**src/hw/dphy_timing_pkg.sv**
```systemverilog
// Purpose: Shared constants and types for the D-PHY timing override bank
// Assumes: APB with 32-bit data, register index times four is the byte address
// Notes:   Timing slots follow register order, clock lane first
package dphy_timing_pkg;

    ////////////////////////////////////////////////////////////////////////////
    // Geometry
    localparam int         NUM_TIMINGS = 9;
    localparam int         VALUE_W     = 7;
    localparam int         REG_W       = 8;
    localparam int         OVR_BIT     = 7;
    localparam int         VAL_MSB     = 6;
    localparam int         DATA_W      = 32;
    localparam int         ADDR_W      = 12;
    localparam int         IDX_W       = 8;
    localparam int         IDX_LSB     = 2;

    ////////////////////////////////////////////////////////////////////////////
    // Register indices, byte address is index shifted left by IDX_LSB
    localparam logic [7:0] IDX_CLK_PREPARE  = 8'h40;
    localparam logic [7:0] IDX_CLK_ZERO     = 8'h41;
    localparam logic [7:0] IDX_CLK_TRAIL    = 8'h42;
    localparam logic [7:0] IDX_CLK_POST     = 8'h43;
    localparam logic [7:0] IDX_DATA_PREPARE = 8'h44;
    localparam logic [7:0] IDX_DATA_ZERO    = 8'h45;
    localparam logic [7:0] IDX_DATA_TRAIL   = 8'h46;
    localparam logic [7:0] IDX_DATA_EXIT    = 8'h47;
    localparam logic [7:0] IDX_LPX          = 8'h48;
    localparam logic [7:0] IDX_SUMMARY      = 8'h50;
    localparam logic [7:0] IDX_FIRST        = IDX_CLK_PREPARE;
    localparam logic [1:0] ALIGN_ZERO       = 2'h0;

    ////////////////////////////////////////////////////////////////////////////
    // Reset values
    localparam logic               OVR_RESET   = 1'b0;
    localparam logic [VALUE_W-1:0] VALUE_RESET = 7'h00;

    ////////////////////////////////////////////////////////////////////////////
    // Bus slave states
    typedef enum logic [1:0] {
        APB_IDLE = 2'b01,
        APB_DONE = 2'b10
    } apb_state_t;

endpackage

```
**src/hw/timing_addr_decode.sv**
```systemverilog
// Purpose: Decode an APB byte address into one timing slot or the summary word
// Assumes: Word-aligned accesses only; anything else is unmapped
// Notes:   Purely combinational
`timescale 1ns/1ps
module timing_addr_decode
    import dphy_timing_pkg::*;
(
    // Address in
    input  wire logic [ADDR_W-1:0]      paddr_i,
    // Decode out
    output logic      [NUM_TIMINGS-1:0] slot_hit_o,
    output logic                        summary_hit_o,
    output logic                        mapped_o
);

    logic [IDX_W-1:0] index;
    logic             aligned;
    logic [IDX_W-1:0] offset;

    always_comb begin
        index         = paddr_i[IDX_LSB+IDX_W-1:IDX_LSB];
        aligned       = (paddr_i[IDX_LSB-1:0] == ALIGN_ZERO) && (paddr_i[ADDR_W-1:IDX_LSB+IDX_W] == '0);
        offset        = index - IDX_FIRST;
        slot_hit_o    = '0;
        summary_hit_o = aligned && (index == IDX_SUMMARY);
        for (int i = 0; i < NUM_TIMINGS; i++) begin
            slot_hit_o[i] = aligned && (index >= IDX_FIRST) && (offset == IDX_W'(i));
        end
        mapped_o      = summary_hit_o || (slot_hit_o != '0);
    end

endmodule

```
**src/hw/timing_field.sv**
```systemverilog
// Purpose: One timing register: override flag, stored value, effective value
// Assumes: Automatic value comes from logic on the same clock
// Notes:   Effective value lags the automatic input by one cycle
`timescale 1ns/1ps
module timing_field
    import dphy_timing_pkg::*;
#(
    parameter logic OVR_RST = OVR_RESET
)(
    // Clock and reset
    input  wire logic               clk_i,
    input  wire logic               rst_i,
    // Automatic timing source
    input  wire logic [VALUE_W-1:0] auto_value_i,
    // Register write
    input  wire logic               wr_i,
    input  wire logic [REG_W-1:0]   wdata_i,
    // State out
    output logic                    override_o,
    output logic      [VALUE_W-1:0] value_o,
    output logic      [REG_W-1:0]   readback_o
);

    typedef struct packed {
        logic               ovr;
        logic [VALUE_W-1:0] stored;
        logic [VALUE_W-1:0] eff;
    } field_state_t;

    field_state_t state_reg;
    field_state_t state_next;

    always_comb begin
        state_next = state_reg;
        if (wr_i) begin
            state_next.ovr = wdata_i[OVR_BIT];
            // Value lands only under override, judged by the bit being written
            if (wdata_i[OVR_BIT]) begin
                state_next.stored = wdata_i[VAL_MSB:0];
            end
        end
        // Hardware value unless software has taken over
        state_next.eff = state_next.ovr ? state_next.stored : auto_value_i;
    end

    always_ff @(posedge clk_i) begin
        if (rst_i) begin
            state_reg.ovr    <= OVR_RST;
            state_reg.stored <= VALUE_RESET;
            state_reg.eff    <= VALUE_RESET;
        end else begin
            state_reg <= state_next;
        end
    end

    assign override_o = state_reg.ovr;
    assign value_o    = state_reg.eff;
    assign readback_o = {state_reg.ovr, state_reg.eff};

endmodule

```
**src/hw/csi_port0_dphy_timing_override.sv**
```systemverilog
// Purpose: D-PHY timing override bank for CSI-2 output port zero, on APB
// Assumes: Automatic timing values arrive from the lane timing engine, same clock
// Notes:   One wait state on every transfer; unmapped access answers pslverr
//
// Behaviour
// - Register 0x40 bit 7 clear gives automatic clock prepare time, set gives bits 6:0.
// - Register 0x41 bit 7 clear gives automatic clock zero time, set gives bits 6:0.
// - Register 0x42 bit 7 clear gives automatic clock trail time, set gives bits 6:0.
// - Register 0x43 bit 7 clear gives automatic clock post time, set gives bits 6:0.
// - Register 0x44 bit 7 clear gives automatic data prepare time, set gives bits 6:0.
// - Register 0x45 bit 7 clear gives automatic data zero time, set gives bits 6:0.
// - Register 0x46 bit 7 clear gives automatic data trail time, set gives bits 6:0.
// - Register 0x47 bit 7 clear gives automatic data exit time, set gives bits 6:0.
// - Without override the value field ignores writes and reads the computed value.
// - With override the value field is writable and reads back what was stored.
// - Zero, trail, post and exit override bits of both lanes come out of reset clear.
// - Register 0x48 bit 7 clear gives automatic LPX time, set gives bits 6:0.
`timescale 1ns/1ps
module csi_port0_dphy_timing_override
    import dphy_timing_pkg::*;
#(
    parameter logic CLK_PREPARE_OVR_RST  = OVR_RESET,
    parameter logic DATA_PREPARE_OVR_RST = OVR_RESET,
    parameter logic LPX_OVR_RST          = OVR_RESET
)(
    // Clock and reset
    input  wire logic               clk_i,
    input  wire logic               rst_i,
    // APB slave
    input  wire logic               psel_i,
    input  wire logic               penable_i,
    input  wire logic               pwrite_i,
    input  wire logic [ADDR_W-1:0]  paddr_i,
    input  wire logic [DATA_W-1:0]  pwdata_i,
    input  wire logic [3:0]         pstrb_i,
    output logic                    pready_o,
    output logic      [DATA_W-1:0]  prdata_o,
    output logic                    pslverr_o,
    // Automatically determined timing values
    input  wire logic [VALUE_W-1:0] clk_prepare_auto_i,
    input  wire logic [VALUE_W-1:0] clk_zero_auto_i,
    input  wire logic [VALUE_W-1:0] clk_trail_auto_i,
    input  wire logic [VALUE_W-1:0] clk_post_auto_i,
    input  wire logic [VALUE_W-1:0] data_prepare_auto_i,
    input  wire logic [VALUE_W-1:0] data_zero_auto_i,
    input  wire logic [VALUE_W-1:0] data_trail_auto_i,
    input  wire logic [VALUE_W-1:0] data_exit_auto_i,
    input  wire logic [VALUE_W-1:0] lpx_auto_i,
    // Effective timing values to the lane sequencer
    output logic      [VALUE_W-1:0] clk_prepare_value_o,
    output logic      [VALUE_W-1:0] clk_zero_value_o,
    output logic      [VALUE_W-1:0] clk_trail_value_o,
    output logic      [VALUE_W-1:0] clk_post_value_o,
    output logic      [VALUE_W-1:0] data_prepare_value_o,
    output logic      [VALUE_W-1:0] data_zero_value_o,
    output logic      [VALUE_W-1:0] data_trail_value_o,
    output logic      [VALUE_W-1:0] data_exit_value_o,
    output logic      [VALUE_W-1:0] lpx_value_o,
    // Override flags
    output logic                    clk_prepare_override_en_o,
    output logic                    clk_zero_override_en_o,
    output logic                    clk_trail_override_en_o,
    output logic                    clk_post_override_en_o,
    output logic                    data_prepare_override_en_o,
    output logic                    data_zero_override_en_o,
    output logic                    data_trail_override_en_o,
    output logic                    data_exit_override_en_o,
    output logic                    lpx_override_en_o
);

    ////////////////////////////////////////////////////////////////////////////
    // Slot wiring

    localparam logic [NUM_TIMINGS-1:0] OVR_RST_VEC = {
        LPX_OVR_RST,
        OVR_RESET,
        OVR_RESET,
        OVR_RESET,
        DATA_PREPARE_OVR_RST,
        OVR_RESET,
        OVR_RESET,
        OVR_RESET,
        CLK_PREPARE_OVR_RST
    };

    logic [VALUE_W-1:0]     auto_value [NUM_TIMINGS];
    logic [VALUE_W-1:0]     eff_value  [NUM_TIMINGS];
    logic [REG_W-1:0]       readback   [NUM_TIMINGS];
    logic [NUM_TIMINGS-1:0] override_vec;
    logic [NUM_TIMINGS-1:0] slot_hit;
    logic                   summary_hit;
    logic                   mapped;
    logic [NUM_TIMINGS-1:0] slot_wr;
    logic                   write_go;
    logic [DATA_W-1:0]      read_word;

    assign auto_value[0] = clk_prepare_auto_i;
    assign auto_value[1] = clk_zero_auto_i;
    assign auto_value[2] = clk_trail_auto_i;
    assign auto_value[3] = clk_post_auto_i;
    assign auto_value[4] = data_prepare_auto_i;
    assign auto_value[5] = data_zero_auto_i;
    assign auto_value[6] = data_trail_auto_i;
    assign auto_value[7] = data_exit_auto_i;
    assign auto_value[8] = lpx_auto_i;

    ////////////////////////////////////////////////////////////////////////////
    // Address decode

    timing_addr_decode u_decode (
        .paddr_i       (paddr_i),
        .slot_hit_o    (slot_hit),
        .summary_hit_o (summary_hit),
        .mapped_o      (mapped)
    );

    ////////////////////////////////////////////////////////////////////////////
    // Bus slave state

    typedef struct packed {
        apb_state_t        fsm;
        logic              ready;
        logic              err;
        logic [DATA_W-1:0] rdata;
    } apb_regs_t;

    apb_regs_t bus_reg;
    apb_regs_t bus_next;

    // Write lands at the edge where pready is sampled high
    assign write_go = psel_i && penable_i && pwrite_i && (bus_reg.fsm == APB_DONE) && !bus_reg.err;

    always_comb begin
        for (int i = 0; i < NUM_TIMINGS; i++) begin
            // Only byte lane 0 carries register bits
            slot_wr[i] = write_go && slot_hit[i] && pstrb_i[0];
        end
    end

    always_comb begin
        read_word = '0;
        if (summary_hit) begin
            read_word[NUM_TIMINGS-1:0] = override_vec;
        end
        for (int i = 0; i < NUM_TIMINGS; i++) begin
            if (slot_hit[i]) begin
                read_word[REG_W-1:0] = readback[i];
            end
        end
    end

    always_comb begin
        bus_next = bus_reg;
        case (bus_reg.fsm)
            APB_IDLE: begin
                bus_next.ready = 1'b0;
                // Read data captured one cycle early keeps prdata on a flop
                if (psel_i && penable_i) begin
                    bus_next.fsm   = APB_DONE;
                    bus_next.ready = 1'b1;
                    bus_next.err   = !mapped || (pwrite_i && summary_hit);
                    bus_next.rdata = (pwrite_i || !mapped) ? '0 : read_word;
                end
            end
            APB_DONE: begin
                bus_next.fsm   = APB_IDLE;
                bus_next.ready = 1'b0;
                bus_next.err   = 1'b0;
                bus_next.rdata = '0;
            end
            default: begin
                bus_next.fsm   = APB_IDLE;
                bus_next.ready = 1'b0;
                bus_next.err   = 1'b0;
                bus_next.rdata = '0;
            end
        endcase
    end

    always_ff @(posedge clk_i) begin
        if (rst_i) begin
            bus_reg.fsm   <= APB_IDLE;
            bus_reg.ready <= 1'b0;
            bus_reg.err   <= 1'b0;
            bus_reg.rdata <= '0;
        end else begin
            bus_reg <= bus_next;
        end
    end

    assign pready_o  = bus_reg.ready;
    assign pslverr_o = bus_reg.err;
    assign prdata_o  = bus_reg.rdata;

    ////////////////////////////////////////////////////////////////////////////
    // Timing registers, one per slot

    for (genvar g = 0; g < NUM_TIMINGS; g++) begin : g_slot
        timing_field #(
            .OVR_RST (OVR_RST_VEC[g])
        ) u_field (
            .clk_i        (clk_i),
            .rst_i        (rst_i),
            .auto_value_i (auto_value[g]),
            .wr_i         (slot_wr[g]),
            .wdata_i      (pwdata_i[REG_W-1:0]),
            .override_o   (override_vec[g]),
            .value_o      (eff_value[g]),
            .readback_o   (readback[g])
        );
    end

    ////////////////////////////////////////////////////////////////////////////
    // Effective values and flags, each straight from a field flop

    assign clk_prepare_value_o  = eff_value[0];
    assign clk_zero_value_o     = eff_value[1];
    assign clk_trail_value_o    = eff_value[2];
    assign clk_post_value_o     = eff_value[3];
    assign data_prepare_value_o = eff_value[4];
    assign data_zero_value_o    = eff_value[5];
    assign data_trail_value_o   = eff_value[6];
    assign data_exit_value_o    = eff_value[7];
    assign lpx_value_o          = eff_value[8];

    assign clk_prepare_override_en_o  = override_vec[0];
    assign clk_zero_override_en_o     = override_vec[1];
    assign clk_trail_override_en_o    = override_vec[2];
    assign clk_post_override_en_o     = override_vec[3];
    assign data_prepare_override_en_o = override_vec[4];
    assign data_zero_override_en_o    = override_vec[5];
    assign data_trail_override_en_o   = override_vec[6];
    assign data_exit_override_en_o    = override_vec[7];
    assign lpx_override_en_o          = override_vec[8];

endmodule

```
**config.mk**
```make
export PLATFORM = sky130hd
export DESIGN_NAME = csi_port0_dphy_timing_override
export DESIGN_NICKNAME = d
export VERILOG_FILES = /design/src/hw/dphy_timing_pkg.sv /design/src/hw/timing_addr_decode.sv /design/src/hw/timing_field.sv /design/src/hw/csi_port0_dphy_timing_override.sv
export SDC_FILE = /design/constraint.sdc
export NUM_CORES = 1
export LEC_CHECK = 0
export ABC_AREA = 1
export CAP_MARGIN = 20
export CORE_MARGIN = 2
export CORE_UTILIZATION = 55
export CTS_CLUSTER_SIZE = 8
export DETAILED_ROUTE_END_ITERATION = 6
export DONT_BUFFER_PORTS = 1
export GPL_TIMING_DRIVEN = 0
export MAX_ROUTING_LAYER = met4
export PLACE_DENSITY = 0.66
export REMOVE_ABC_BUFFERS = 1
export SYNTH_ARGS = -nofsm -noshare
export SYNTH_HDL_FRONTEND = slang
export SYNTH_SLANG_ARGS = --single-unit
```
**constraint.sdc**
```tcl
create_clock -name clk_i -period 3.1 [get_ports clk_i]
set_clock_uncertainty 0.1 [all_clocks]
set_input_delay 0.62 -clock clk_i [delete_from_list [all_inputs] [get_ports clk_i]]
set_output_delay 0.62 -clock clk_i [all_outputs]
set_load 0.02 [all_outputs]
```
==> reports/qor.csv <==
metric,value,unit
status,"finished, final reports clean",
Port Buffers,0,
register area,2963,µm²
crit path capture type,flop,
met3 global-route usage,0.1107,
area of the multi-input gates,2939,µm²
met2 Use GR,0.4046,
final wirelength,18370,µm
critical path required time,3.34,ns
first-pass GRT wire length,26970,µm
die area,13720,µm²
TritonRoute pass-1 iters,5,
most frequent cells in the layout,"dfxtp_1, nand2_1, nor2_1",
power per cell area,650.9,nW/µm²
# hold bufs at CTS,0,
M1 GR Usage,0.3325,
Layout area overhead,0.9241,%
gr busiest metal,met2,
root buf cell,clkbuf_16,
unrepaired setup endpoints after global routing,no,
non-filler instance count after layout,1002,
Worst slew margin,0.4028,
Slew @ Worst Pin,0.8944,ns
Worst Hold Class,input pin to flop,
DR iter-0 viols,447,
Tcrit/Tclk final,0.8939,
post-CTS setup buffers,0,
post-synthesis average cell area,7.728,µm²
"Seq/Total Area, Yosys",0.4208,
GP Congestion,0.8985,
"commonest non-fill, non-tap cell in the layout",dfxtp_1,
antenna violations before repair,1,
Max Fclk,360.9,MHz
CTS max path bufs,2,
Hold Fails Final Rpt,0,
"Cell Area, Synth",7041,µm²
post-route ant nets,0,
"Max FO, Critical Path",14,
later-pin clock latency in the skew report,0.44,ns
CTS tree,built,
post_cts resized,0,
total core area,12570,µm²
WL/cell,18.33,µm
leakage power,3.167,nW
die height,117.1,µm
DR vias,5515,
final slew viol count,0,
row count,41,
Synth cell types,33,
Global Route Usage Sum,0.2751,
worst endpoint data arrival time,3.01,ns
DP HPWL,13310,µm
GRT Residual Overflow,0,
Fill cells,1163,
critical path class,flop to flop,
Setup crit start kind,flop,
Tmin final,2.771,ns
Mapped Cells,911,
Initial Utilization,0.5602,
Inst Count DP,969,
H-tree levels,4,
post-synthesis register bit count,148,
drt drc,0,
I/O pins,222,
vias in the first global route,4990,
Peak VDD IR,0.0003463,V
# setup viols final,0,
largest net degree at the start of global routing,75,
"CTS clk-pin slew, worst paths",0.06,ns
final hold slack,0.1710,ns
Final nets,932,
CTS buffer count,17,
Die W,117.1,µm
number of clock sinks,148,
synth warn,0,
Max-cap violations,0,
share of layout cells above drive strength 1,0.1013,
routed vias/inst,5.504,
-- final cells by class --
class | instances | area share
tap | 172 | 0.03029
sequential | 148 | 0.4170
clock buffer | 23 | 0.06867
clock inverter | 9 | 0.03099
multi-input combinational | 575 | 0.4136
antenna | 1 | 0.0003522
inverter | 74 | 0.03909
-- per-stage QoR --
stage	power, W	worst slack (ns)	instance area, µm²	TNS [ns]	utilization
after detailed placement	0.002217	-0.1101	6392	-0.6654	0.5086
after CTS	0.004644	0.3046	7101	0	0.5650
after global placement	0.002212	-0.06980	6392	-0.3745	0.5086
after global routing	0.004746	0.01092	7106	0	0.5654
final	0.004625	0.3288	7106	0	0.5654
after floorplan	0.002169	0.4569	6177	0	-
-- cell families (layout without fill, tap and decap cells) --
| family | count (synthesis) | in the layout | share of synthesized area |
|---|---|---|---|
| compound gates | 199 | 199 | 0.1518 |
| other cells | 1 | 24 | 0.0005326 |
| buf+inv | 210 | 106 | 0.1738 |
| simple gates | 326 | 326 | 0.2147 |
| flops | 148 | 148 | 0.4208 |
| mux | 27 | 27 | 0.03839 |
-- power breakdown --
part,total [W],switching [W],internal (W)
Combinational,0.000128,0.0000957,0.0000319
Sequential,0.00205,0.0000999,0.00195
Clock,0.00245,0.000774,0.00167
-- final timing paths --
| path | from | to | slack (ns) | depth (start not counted) |
|---|---|---|---|---|
| worst min register to register | g_slot[2].u_field.state_reg[13] | g_slot[2].u_field.state_reg[13] | 0.39 | 2 |
| worst max register to register | pslverr_o | g_slot[1].u_field.value_o[3] | 0.33 | 7 |
| worst max-delay path | pslverr_o | g_slot[1].u_field.value_o[3] | 0.33 | 7 |
| worst min-delay path | rst_i | g_slot[4].u_field.state_reg[12] | 0.17 | 1 |
-- worst max-delay path, cell delays in order (launching register included) --
cell and delay [ns]:
dfxtp_1 0.41, nor4_4 0.66, inv_2 0.37, nor2_4 0.19, nand2_1 0.29, nand2_2 0.33, o21ai_0 0.11, a21oi_1 0.19
-- metal layers --
layer	up-vias	part of all wire
met5	-	0
met4	0	0.028
met1	2552	0.42
met2	260	0.45
li1	2671	-
met3	32	0.10
-- cell usage after synthesis, drive strengths merged --
master | count | share of area
clkinv | 1 | 0.00053
o21ai | 92 | 0.067
a21oi | 83 | 0.059
nor2 | 113 | 0.071
nand3b | 1 | 0.0011
dfxtp | 148 | 0.42
nand2 | 149 | 0.088
a22oi | 16 | 0.017
nor3 | 4 | 0.0043
conb | 1 | 0.00053
a32oi | 2 | 0.0025
clkbuf | 20 | 0.011
nand4 | 9 | 0.0089
nand3 | 48 | 0.038
and2 | 1 | 0.00089
o21bai | 5 | 0.0053
nor4 | 1 | 0.0030
inv | 73 | 0.039
a31oi | 1 | 0.00089
buf | 116 | 0.12
mux2i | 27 | 0.038
Note: power is estimated with default switching activity, not from simulation.
